<file path="config.mk">
export PLATFORM = sky130hd
export DESIGN_NAME = cfg_primary_reg
export DESIGN_NICKNAME = d
export VERILOG_FILES = /design/src/design/cfg_primary_pkg.sv /design/src/design/cfg_field_store.sv /design/src/design/cfg_primary_reg.sv
export SDC_FILE = /design/constraint.sdc
export NUM_CORES = 1
export LEC_CHECK = 0
export ABC_AREA = 1
export BUFFER_PORTS_ARGS = -buffer_cell sky130_fd_sc_hd__clkbuf_2
export CAP_MARGIN = 25
export CELL_PAD_IN_SITES_DETAIL_PLACEMENT = 0
export CELL_PAD_IN_SITES_GLOBAL_PLACEMENT = 1
export CORE_ASPECT_RATIO = 0.8
export CORE_MARGIN = 5
export CORE_UTILIZATION = 29
export DETAILED_ROUTE_END_ITERATION = 8
export PLACE_DENSITY_LB_ADDON = 0.3
export SLEW_MARGIN = 20
export SYNTH_ARGS = -nofsm -noshare
export SYNTH_HDL_FRONTEND = slang
export SYNTH_SLANG_ARGS = --single-unit
</file>
<file path="constraint.sdc">
create_clock -name CLK_I -period 1 [get_ports CLK_I]
set_clock_uncertainty 0.05 [all_clocks]
set_input_delay 0.15 -clock CLK_I [delete_from_list [all_inputs] [get_ports CLK_I]]
set_output_delay 0.15 -clock CLK_I [all_outputs]
set_load 0.005 [all_outputs]
</file>
<file path="src/design/cfg_primary_pkg.sv">
// constants and types for the primary configuration register
`default_nettype none
package cfg_primary_pkg;
  localparam logic [2:0]  CFG_INDEX       = 3'h1;
  localparam logic [15:0] CFG_RESET       = 16'h0000;
  localparam int          WR_BIT          = 15;
  localparam int          IDX_HI          = 14;
  localparam int          IDX_LO          = 12;
  localparam int          STYLE_BIT       = 9;
  localparam int          RATIO_HI        = 8;
  localparam int          RATIO_LO        = 6;
  localparam int          CRC_IN_BIT      = 5;
  localparam int          CRC_OUT_BIT     = 4;
  localparam int          ALERT_BIT       = 3;
  localparam int          PREC_BIT        = 2;
  localparam int          REF_BIT         = 1;
  localparam int          SHDN_BIT        = 0;
  localparam logic [1:0]  LANES_SINGLE    = 2'h1;
  localparam logic [2:0]  RATIO_MAX       = 3'h5;
  localparam logic [2:0]  RATIO_ROLL_MAX  = 3'h3;
  localparam logic [11:0] DATA_MASK       = 12'h3FF;

  typedef struct packed {
    logic       averaging_style;
    logic [2:0] oversample_ratio;
    logic       crc_in_en;
    logic       crc_out_en;
    logic       alert_select;
    logic       extra_precision;
    logic       reference_source;
    logic       shutdown_select;
  } cfg_fields_type;

  typedef struct packed {
    logic       valid;
    logic       crc_ok;
    logic [15:0] word;
  } frame_type;
endpackage
`default_nettype wire

</file>
<file path="src/design/cfg_field_store.sv">
// holding register for the ten configuration bits
`timescale 1ns/1ps
`default_nettype none
module cfg_field_store (
  input  wire logic        clk_i,
  input  wire logic        rst_b_i,
  input  wire logic        we_i,
  input  wire logic [9:0]  wdata_i,
  output logic      [9:0]  rdata_o
);
  always_ff @(posedge clk_i or negedge rst_b_i) begin
    if (!rst_b_i) begin
      rdata_o <= cfg_primary_pkg::CFG_RESET[9:0];
    end else if (we_i) begin
      rdata_o <= wdata_i;
    end
  end
endmodule
`default_nettype wire

</file>
<file path="src/design/cfg_primary_reg.sv">
// primary configuration register with decoded control outputs
`timescale 1ns/1ps
`default_nettype none
module cfg_primary_reg (
  input  wire logic                       CLK_I,
  input  wire logic                       RST_B_I,
  input  wire cfg_primary_pkg::frame_type FRAME_I,
  input  wire logic [1:0]                 OUTPUT_LANE_COUNT_I,
  output logic [15:0]                     READ_WORD_O,
  output logic                            AVERAGING_STYLE_O,
  output logic [2:0]                      OVERSAMPLE_RATIO_O,
  output logic                            OVERSAMPLE_ON_O,
  output logic [5:0]                      RATIO_LOG2_O,
  output logic                            RATIO_ILLEGAL_O,
  output logic                            CRC_IN_EN_O,
  output logic                            CRC_OUT_EN_O,
  output logic                            ALERT_PIN_MODE_O,
  output logic                            WIDE_RESULT_O,
  output logic                            REFERENCE_SOURCE_O,
  output logic                            SHUTDOWN_SELECT_O
);
  logic [9:0] stored;
  logic [9:0] new_bits;
  logic       hit;
  logic       crc_bit_change;
  logic       crc_gate_ok;
  logic       we;
  logic [2:0] r_d;
  logic       on_d;
  logic       bad_d;
  logic [5:0] log_d;
  logic       wide_d;
  logic       alert_d;

  // ratio codes 1..5 are active, all others disable oversampling
  function automatic logic ratio_active(input logic [2:0] r);
    ratio_active = (r != 3'h0) && (r <= cfg_primary_pkg::RATIO_MAX);
  endfunction

  assign hit = FRAME_I.valid && FRAME_I.word[cfg_primary_pkg::WR_BIT]
             && (FRAME_I.word[cfg_primary_pkg::IDX_HI:cfg_primary_pkg::IDX_LO]
                 == cfg_primary_pkg::CFG_INDEX);
  assign new_bits = FRAME_I.word[9:0];
  assign crc_bit_change = new_bits[cfg_primary_pkg::CRC_IN_BIT] != stored[cfg_primary_pkg::CRC_IN_BIT];
  // toggling the input-crc bit, either way, needs a good crc or the frame is dropped
  assign crc_gate_ok = !crc_bit_change || FRAME_I.crc_ok;
  assign we = hit && crc_gate_ok;

  cfg_field_store u_store (
    .clk_i   (CLK_I),
    .rst_b_i (RST_B_I),
    .we_i    (we),
    .wdata_i (new_bits),
    .rdata_o (stored)
  );

  assign r_d   = stored[cfg_primary_pkg::RATIO_HI:cfg_primary_pkg::RATIO_LO];
  assign on_d  = ratio_active(r_d);
  assign log_d = on_d ? {3'h0, r_d} : 6'h00;
  // rolling mode only covers 2x..8x; flag the undefined pairing
  assign bad_d = stored[cfg_primary_pkg::STYLE_BIT] && on_d
               && (r_d > cfg_primary_pkg::RATIO_ROLL_MAX);
  assign wide_d  = stored[cfg_primary_pkg::PREC_BIT] && on_d;
  assign alert_d = stored[cfg_primary_pkg::ALERT_BIT]
                 && (OUTPUT_LANE_COUNT_I == cfg_primary_pkg::LANES_SINGLE);

  always_ff @(posedge CLK_I or negedge RST_B_I) begin
    if (!RST_B_I) begin
      READ_WORD_O        <= 16'h0000;
      AVERAGING_STYLE_O  <= 1'b0;
      OVERSAMPLE_RATIO_O <= 3'h0;
      OVERSAMPLE_ON_O    <= 1'b0;
      RATIO_LOG2_O       <= 6'h00;
      RATIO_ILLEGAL_O    <= 1'b0;
      CRC_IN_EN_O        <= 1'b0;
      CRC_OUT_EN_O       <= 1'b0;
      ALERT_PIN_MODE_O   <= 1'b0;
      WIDE_RESULT_O      <= 1'b0;
      REFERENCE_SOURCE_O <= 1'b0;
      SHUTDOWN_SELECT_O  <= 1'b0;
    end else begin
      READ_WORD_O        <= {1'b0, cfg_primary_pkg::CFG_INDEX, 2'h0, stored};
      AVERAGING_STYLE_O  <= stored[cfg_primary_pkg::STYLE_BIT];
      OVERSAMPLE_RATIO_O <= r_d;
      OVERSAMPLE_ON_O    <= on_d;
      RATIO_LOG2_O       <= log_d;
      RATIO_ILLEGAL_O    <= bad_d;
      CRC_IN_EN_O        <= stored[cfg_primary_pkg::CRC_IN_BIT];
      CRC_OUT_EN_O       <= stored[cfg_primary_pkg::CRC_OUT_BIT];
      ALERT_PIN_MODE_O   <= alert_d;
      WIDE_RESULT_O      <= wide_d;
      REFERENCE_SOURCE_O <= stored[cfg_primary_pkg::REF_BIT];
      SHUTDOWN_SELECT_O  <= stored[cfg_primary_pkg::SHDN_BIT];
    end
  end
endmodule
`default_nettype wire

</file>
# After elaboration in Yosys (flattened, before gate mapping)
# Cells that the tools add are included.
[word_totals]
word_cells = 30
inputBits = 22
register_bits = 36
output_inout_bits = 34
[classes]
muxes = 1
n_eq_ne = 3
magnitude_cmp = 2
reduce_logical = 11
[op_table]
columns = ["operator", "count"]
rows = [
  ["1-bit logical AND", 8],
  ["3-bit by 1-bit == test with 1-bit output, second input constant", 1],
  ["3-bit by 2-bit > comparator with 1-bit output, second input constant", 1],
  ["3-bit less-or-equal comparator, second input constant", 1],
  ["3-bit two-way mux", 1],
  ["3-bit nonzero test", 1],
  ["2-bit by 1-bit == test with 1-bit output, second input constant", 1],
  ["1-bit zero test", 1],
  ["1-bit logical OR", 1],
  ["1-bit != test", 1],
]

# Longest topological paths before layout
# Gate-level depths: netlist (run 1).
[logic_depth]
depth_word = 4
depth_mapped = 7
depth_no_buf = 7

# Modules after synthesis
# Synthesis (run 1) repeated with hierarchy kept, for this count alone.
[hier_totals]
cells_unflattened = 108
hier_area_um2 = 1076.0
[modules_own_cells]
columns = ["module", "area_per_inst_um2", "n_inst", "cells_each"]
rows = [
  ["cfg_primary_reg", 698.2, 1, 66],
  ["cfg_field_store", 377.9, 1, 42],
]

# Worst setup path after synthesis (run 1)
# No wires, ideal clock.
[synth_path]
path_type = "register to register"
startpoint = "register u_store.rdata_o[5]"
endpoint = "register u_store.rdata_o[0]"
arrival_time_ps = 809
path_slack_ps = 25
path_buffers = 1
synth_period_minus_slack_ps = 975
t_required_ps = 833
path_stages_with_launch = 8
cell_sequence = "dfrtp_1 inv_1 nand2_1 nand2_1 nand2_2 buf_6 nand3_1 nand2_1"
[synth_between]
elab_chain_len = 4
[synth_rtl]
columns = ["item", "line", "text"]
rows = [
  ["from (decl)", "cfg_field_store.sv:9", "output logic [9:0] rdata_o"],
  ["from (signal assigned)", "cfg_field_store.sv:13", "rdata_o <= cfg_primary_pkg::CFG_RESET[9:0];"],
  ["from (signal assigned)", "cfg_field_store.sv:15", "rdata_o <= wdata_i;"],
  ["1-bit != test", "cfg_primary_reg.sv:44", "assign crc_bit_change = new_bits[cfg_primary_pkg::CRC_IN_BIT] != stored[cfg_primary_pkg::CRC_IN_BIT];"],
  ["1-bit zero test", "cfg_primary_reg.sv:46", "assign crc_gate_ok = !crc_bit_change || FRAME_I.crc_ok;"],
  ["1-bit logical OR", "cfg_primary_reg.sv:46", ""],
  ["1-bit logical AND", "cfg_primary_reg.sv:47", "assign we = hit && crc_gate_ok;"],
]
# No other way between the ends.
# A chain may end at the register's enable or synchronous reset.

# Worst setup path in the final report (run 1)
[layout_path]
startpoint = "register u_store.rdata_o[5]"
endpoint = "register u_store.rdata_o[8]"
# Same word-level chain as after synthesis.

==> flow_metrics.tcl, run 1 <==
set metrics [dict create \
    global_route.overflow_total 0 \
    ys_top_cells_by_count "sky130_fd_sc_hd__dfrtp_1 (28), sky130_fd_sc_hd__nand2_1 (28), sky130_fd_sc_hd__buf_4 (16), sky130_fd_sc_hd__nand3_1 (12), sky130_fd_sc_hd__inv_1 (9)" \
    finalWirelength_um 2230 \
    synth_enable_flop_cells 0 \
    area.growth.synth_to_final_pct 33.6 \
    r2r_start "u_store.rdata_o[5]" \
    timing.critical_path.to_type "register" \
    global_route.usage.total 0.0866 \
    ys_dominant_reg_cell "sky130_fd_sc_hd__dfrtp_1" \
    violations "negative setup slack" \
    power_per_cell_area_nw_per_um2 2050 \
    setup_slack_ns -0.0730 \
    seqPwrFrac 0.493 \
    post_synth_instance_area_um2 1090 \
    synth_top_area_frac 0.640 \
    min_delay_path_depth 3 \
    synth.yosys.warnings 0 \
    postSynthCellCount 107 \
    tritoncts.num_buffers 3 \
    power.switching_mw 0.779 \
    syn_area_per_cell_um2 10.2 \
    intPower_mw 2.22 \
    setup-violations-final 10 \
    critPathMaxFanout 4 \
    cells_taking_the_most_area_after_synthesis "sky130_fd_sc_hd__dfrtp_1 (64%), sky130_fd_sc_hd__buf_4 (11%), sky130_fd_sc_hd__nand2_1 (9.6%)" \
    detailedPlace.worstSlack_ns -0.0817 \
    arrival_ns 1.20 \
    max_clock_freq_mhz 932 \
    fin_crit_ns 1.07 \
    n_antenna_cell 0 \
    globalplace.congestion 0.686 \
    dpl.cell_count 191 \
    final_antenna_net_count 0 \
    vias_per_cell 3.94 \
    cts_tree "built" \
    synth_top_family_by_area "simple AND/OR/NAND/NOR gates" \
    netSwitchingFraction 0.260 \
    synth_mux_area_frac 0 \
    maxSlewViolCount 0 \
    timing.final.hold_violations 0 \
    dr_total_vias 795 \
    r2r_end "u_store.rdata_o[8]" \
    worstHoldStart "OUTPUT_LANE_COUNT_I[0]" \
    period_share 1.07 \
    run_status "complete, but fails checks" \
    synth.distinct_cells 11 \
    yosys.area_share.adder 0 \
    first_global_vias 776 \
    yosys.area_share.xor_xnor 0 \
    clock_tree.root_cell "sky130_fd_sc_hd__clkbuf_8" \
    peakVddDrop_v 0.000767 \
    post_route_cells_drive_above_1_share 0.443 \
    hold-path-endpoint "ALERT_PIN_MODE_O" \
    synth_async_sr_flop_share 1.00 \
    synth-seq-cells 28 \
    r2r.worst_path.cells 7 \
    synth_compound_gate_area_share 0 \
    drt-initial-drc-count 26 \
    layoutNonFillerInstCount 202 \
    dr.pass1.iters 4 \
    synthesized_area_fraction_occupied_by_and_or_nand_nor_cells 0.189 \
    p_leak_nw 0.852 \
    drc_errors_left 0 \
    post_drt_wl_per_cell_um 11.0 \
    timing.max_cap.violations 0 \
    kind_of_path_behind_the_tightest_hold_check "primary input to register" \
    grt_first_pass_wirelength_um 3390 \
    setup.reg_to_reg.worst_slack_ns -0.07 \
    io_pins 56 \
    cts.reportedPaths.clkPinSlew_ns 0.09 \
    largest_net_degree_at_the_start_of_global_routing 29 \
    die_x_um 78.7 \
    die_height_um 65.0 \
    cts_buffer_depth 2 \
    setup.worst_path.class "register to register" \
    placement.io_buffers 45 \
    yosys.area.top_type "sky130_fd_sc_hd__dfrtp_1" \
    ctsHtreeMaxLevel 1 \
    synth.yosys.seq_area_share 0.640 \
    initial_utilization 0.294 \
    combPwrFrac 0.215 \
    insertion_delay_ns 0.27 \
    design.die.area_um2 5110 \
    core_region_area_um2 3730 \
    required_ns 1.12 \
    cts_num_sinks 28 \
    number_of_antenna_violations_at_the_first_check_in_global_routing 0 \
    rows 20 \
    grt_setup_unrepaired "yes" \
    critPathLaunchType "register" \
    finish.net_count 181 \
    clock_power_share 0.292 \
]
cells by family (layout without fill, tap and decap cells):
kind of cell | count (synthesis) | in the layout
buffers and inverters | 28 | 71
AND/OR/NAND/NOR | 49 | 50
flip-flops | 28 | 28
other | 2 | 9
how the worst max path moves through the flow:
stage                                  start                 end  slack (ns)  cells after the start
after floorplan           u_store.rdata_o[5]  u_store.rdata_o[0]        0.02                      7
after global placement    u_store.rdata_o[5]  u_store.rdata_o[9]       -0.03                      7
after detailed placement  u_store.rdata_o[5]  u_store.rdata_o[5]       -0.08                      6
after CTS                 u_store.rdata_o[5]  u_store.rdata_o[8]       -0.08                      7
after global routing      u_store.rdata_o[5]  u_store.rdata_o[8]       -0.14                      7
final                     u_store.rdata_o[5]  u_store.rdata_o[8]       -0.07                      7
cell type report:
type                    count  area [um^2]
multi-input cells          59          274
fillers                   387         2270
flip-flops and latches     28          701
clock buffers               3         41.3
repair buffers             57          324
well taps                  44         55.1
clock inverters             1         30.0
inverters                  10         37.5
per-layer routing:
metal | vias up | GRT usage | share of wire
met1 | 355 | 0.0959 | 0.38
met5 | - | 0 | 0
met2 | 39 | 0.146 | 0.49
li1 | 399 | - | -
met3 | 2 | 0.0431 | 0.12
met4 | 0 | 0.0262 | 0.013
cell usage in the layout, fill, tap and decap left out:
cell type,count
sky130_fd_sc_hd__nand2_2,4
sky130_fd_sc_hd__nor2_1,6
sky130_fd_sc_hd__nor2_2,1
sky130_fd_sc_hd__dfrtp_1,28
sky130_fd_sc_hd__inv_2,2
sky130_fd_sc_hd__nand2_4,2
sky130_fd_sc_hd__buf_6,1
sky130_fd_sc_hd__dlygate4sd3_1,2
sky130_fd_sc_hd__nand3_1,10
sky130_fd_sc_hd__clkbuf_8,3
sky130_fd_sc_hd__nand2_1,25
sky130_fd_sc_hd__bufinv_16,1
sky130_fd_sc_hd__clkbuf_2,45
sky130_fd_sc_hd__buf_4,9
sky130_fd_sc_hd__inv_1,8
sky130_fd_sc_hd__conb_1,9
sky130_fd_sc_hd__nand3_2,2
registers in the layout, indices dropped and copies added (netlist names):
name,cells
OVERSAMPLE_RATIO_O,2
OVERSAMPLE_ON_O,1
READ_WORD_O,9
ALERT_PIN_MODE_O,1
WIDE_RESULT_O,1
RATIO_LOG2_O,3
RATIO_ILLEGAL_O,1
u_store.rdata_o,10
power by group through the flow:
stage | combinational [mW] | clock [mW] | sequential, mW
6_report | 0.646 | 0.875 | 1.48
5_1_grt | 0.722 | 0.957 | 1.51
4_1_cts | 0.599 | 0.906 | 1.49
3_5_place_dp | 0.559 | 0 | 1.51
3_3_place_gp | 0.548 | 0 | 1.50
2_1_floorplan | 0.313 | 0 | 1.50
through the flow:
stage,util,power (mW),cell area (um^2),TNS (ns),hold slack (ns)
after floorplan,-,1.82,1120,0,-0.196
after global placement,0.350,2.04,1300,-0.322,0.116
after detailed placement,0.350,2.07,1300,-0.672,0.118
after CTS,0.381,2.99,1420,-0.752,0.00929
after global routing,0.392,3.19,1460,-1.50,0.00683
final,0.392,3.00,1460,-0.666,0.0114
critical path: stages, from the launching register on:
cell and delay (ns):
sky130_fd_sc_hd__dfrtp_1 0.41, sky130_fd_sc_hd__inv_1 0.06, sky130_fd_sc_hd__nand2_1 0.06, sky130_fd_sc_hd__nand2_2 0.07, sky130_fd_sc_hd__nand2_4 0.07, sky130_fd_sc_hd__buf_4 0.14
sky130_fd_sc_hd__nand3_1 0.06, sky130_fd_sc_hd__nand2_1 0.05
repair_timing:
item,4_1_cts,5_1_grt
cloned,0,1
hold buffers,2,0
hold endpoints to repair,29,0
gates resized for setup,2,7
pin swaps,0,2
endpoints found under the setup margin,13,26
buffers inserted,2,2
Note: power is estimated with default switching activity, not from simulation.
==> run 2: changes to the inputs <==
- GPL_ROUTABILITY_DRIVEN: not set -> 1
- PLACE_DENSITY: not set -> 0.81
- PLACE_DENSITY_LB_ADDON: 0.3 -> not set
==> run 2 against run 1 <==
Largest cell class unchanged; register-to-register slack got worse by 0.03 ns; the flow still finishes with violations (negative setup slack); critical path type unchanged; clock power shrank 34%; sequential share of layout area grew 0.12 points; non-clock buffer count is the same; final cell count decreased by 0.50%; core utilization fell by 0.10 points; first-iteration DRC count rose by 42%.
==> flow_metrics.tcl, run 2 (same netlist as run 1, synthesis figures left out) <==
set metrics [dict create \
    run_status "complete, but fails checks" \
    violations "negative setup slack" \
    grt_use_met3 0.0278 \
    area.growth.synth_to_final_pct 33.3 \
    ctsHtreeMaxLevel 1 \
    dr.pass1.iters 4 \
    place.detailed.hpwl_um 1540 \
    gr-usage-met2 0.133 \
    n_antenna_cell 0 \
    intPower_mw 1.96 \
    initial_utilization 0.294 \
    design.die.area_um2 5110 \
    detailedPlace.worstSlack_ns -0.0694 \
    critPathLaunchType "register" \
    setup.reg_to_reg.worst_slack_ns -0.11 \
    power_per_cell_area_nw_per_um2 1860 \
    r2r.worst_path.cells 7 \
    r2r_start "u_store.rdata_o[5]" \
    drt-initial-drc-count 37 \
    gr-max-usage-layer "met2" \
    post-route-util 0.391 \
    groute.layer.met1.usage 0.0917 \
    placement.io_buffers 45 \
    fin_crit_ns 1.11 \
    cts_num_sinks 28 \
    post-layout-total-power_mw 2.71 \
    clock_power_share 0.214 \
    critPathMaxFanout 6 \
    peakVddDrop_v 0.000593 \
    timing.critical_path.to_type "register" \
    max_clock_freq_mhz 904 \
    insertion_delay_ns 0.26 \
    timing.max_cap.violations 0 \
    slowest_stage "sky130_fd_sc_hd__dfrtp_1" \
    cts_tree "built" \
    multi_input_area_um2 297 \
    seqPwrFrac 0.546 \
    finish.net_count 181 \
    worstHoldStart "OUTPUT_LANE_COUNT_I[0]" \
    final_antenna_net_count 0 \
    setup.worst_path.class "register to register" \
    min_delay_path_depth 3 \
    post_drt_wl_per_cell_um 10.9 \
    max_flop_register "u_store.rdata_o" \
    hold-path-endpoint "ALERT_PIN_MODE_O" \
    core_region_area_um2 3730 \
    holdWs_ns 0.0299 \
    globalplace.congestion 0.722 \
    number_of_antenna_violations_at_the_first_check_in_global_routing 0 \
    setup_slack_ns -0.106 \
    die_x_um 78.7 \
    largest_net_degree_at_the_start_of_global_routing 29 \
    dr_total_vias 803 \
    r2r_end "u_store.rdata_o[7]" \
    timing.final.hold_violations 0 \
    grt_first_pass_wirelength_um 3150 \
    cts_buffer_depth 2 \
    cts.reportedPaths.clkPinSlew_ns 0.09 \
    leading_cell_types_in_the_layout_fill_and_taps_excluded "sky130_fd_sc_hd__clkbuf_2 (45), sky130_fd_sc_hd__dfrtp_1 (28), sky130_fd_sc_hd__nand2_1 (26)" \
    startpoint "u_store.rdata_o[5]" \
    netSwitchingFraction 0.277 \
    required_ns 1.11 \
    mostFrequentLayoutCell "sky130_fd_sc_hd__clkbuf_2" \
    timing.critical_path.cells "inv_1, nand2_1, nand2_2, nand2_4, buf_6, nand3_1, nand2_1" \
    max_reg_flops 10 \
    post_route_cells_drive_above_1_share 0.471 \
    clock_tree.root_cell "sky130_fd_sc_hd__clkbuf_8" \
    crit_top_cell "sky130_fd_sc_hd__nand2_1" \
    finalWirelength_um 2200 \
    n_fill_cell 384 \
    maxSlewViolCount 0 \
    cpPeakStageDelay_ns 0.42 \
    first_global_vias 716 \
    global_route.overflow_total 0 \
    rows 20 \
    die_height_um 65.0 \
    period_share 1.11 \
    arrival_ns 1.22 \
    power.switching_mw 0.750 \
    layout.area.seq_um2 701 \
    tritoncts.num_buffers 3 \
    kind_of_path_behind_the_tightest_hold_check "primary input to register" \
    p_leak_nw 0.840 \
    global_route.usage.total 0.0783 \
    io_pins 56 \
    setup-violations-final 10 \
    grt_setup_unrepaired "yes" \
    vias_per_cell 4.00 \
    largest_registers "u_store.rdata_o: 10 flops, READ_WORD_O: 9 flops, RATIO_LOG2_O: 3 flops" \
    drc_errors_left 0 \
    combPwrFrac 0.240 \
]
==> run 2: worst max path at each step <==
stage                                     to  cells after the start
after floorplan           u_store.rdata_o[0]                      7
after global placement    u_store.rdata_o[6]                      6
after detailed placement  u_store.rdata_o[7]                      7
after CTS                 u_store.rdata_o[9]                      7
after global routing      u_store.rdata_o[2]                      7
final                     u_store.rdata_o[7]                      7
==> run 2: per-stage QoR <==
stage          area, um^2  cells  setup TNS (ns)
3_3_place_gp         1310    192          -0.568
2_1_floorplan        1120    114               0
5_1_grt              1460    201           -1.47
6_report             1460    201          -0.882
3_5_place_dp         1310    192          -0.637
4_1_cts              1370    197          -0.830
==> run 2: metal layers <==
metal,vias up,share of wire
met2,38,0.47
met3,0,0.11
met5,-,0
li1,397,-
met4,0,0
met1,368,0.43
==> run 2: layout make-up <==
cell class,instances,area share
flip-flops and latches,28,0.480
clock buffers,3,0.0283
repair buffers,57,0.225
well taps,44,0.0377
inverters,10,0.0257
multi-input cells,59,0.203
==> run 2: power groups by stage <==
stage / Clock [mW] / Combinational (mW) / Sequential (mW)
after floorplan: 0 / 0.313 / 1.50
after global placement: 0 / 0.558 / 1.50
after detailed placement: 0 / 0.565 / 1.50
after CTS: 0.594 / 0.573 / 1.48
after global routing: 0.624 / 0.727 / 1.52
final: 0.581 / 0.651 / 1.48
==> run 2: timing repair <==
action / in CTS / in global routing
hold buffers: 2 / 0
hold endpoints to repair: 29 / 0
buffers inserted: 0 / 3
cloned: 0 / 1
endpoints found under the setup margin: 10 / 17
pin swaps: 0 / 8
gates resized for setup: 0 / 15
==> run 2: worst max-delay path, delay by kind of cell (launching register included) <==
family / cells / cell delay [ns]
buffers and inverters: 2 / 0.21
DFF: 1 / 0.42
and+or+nand+nor: 5 / 0.32
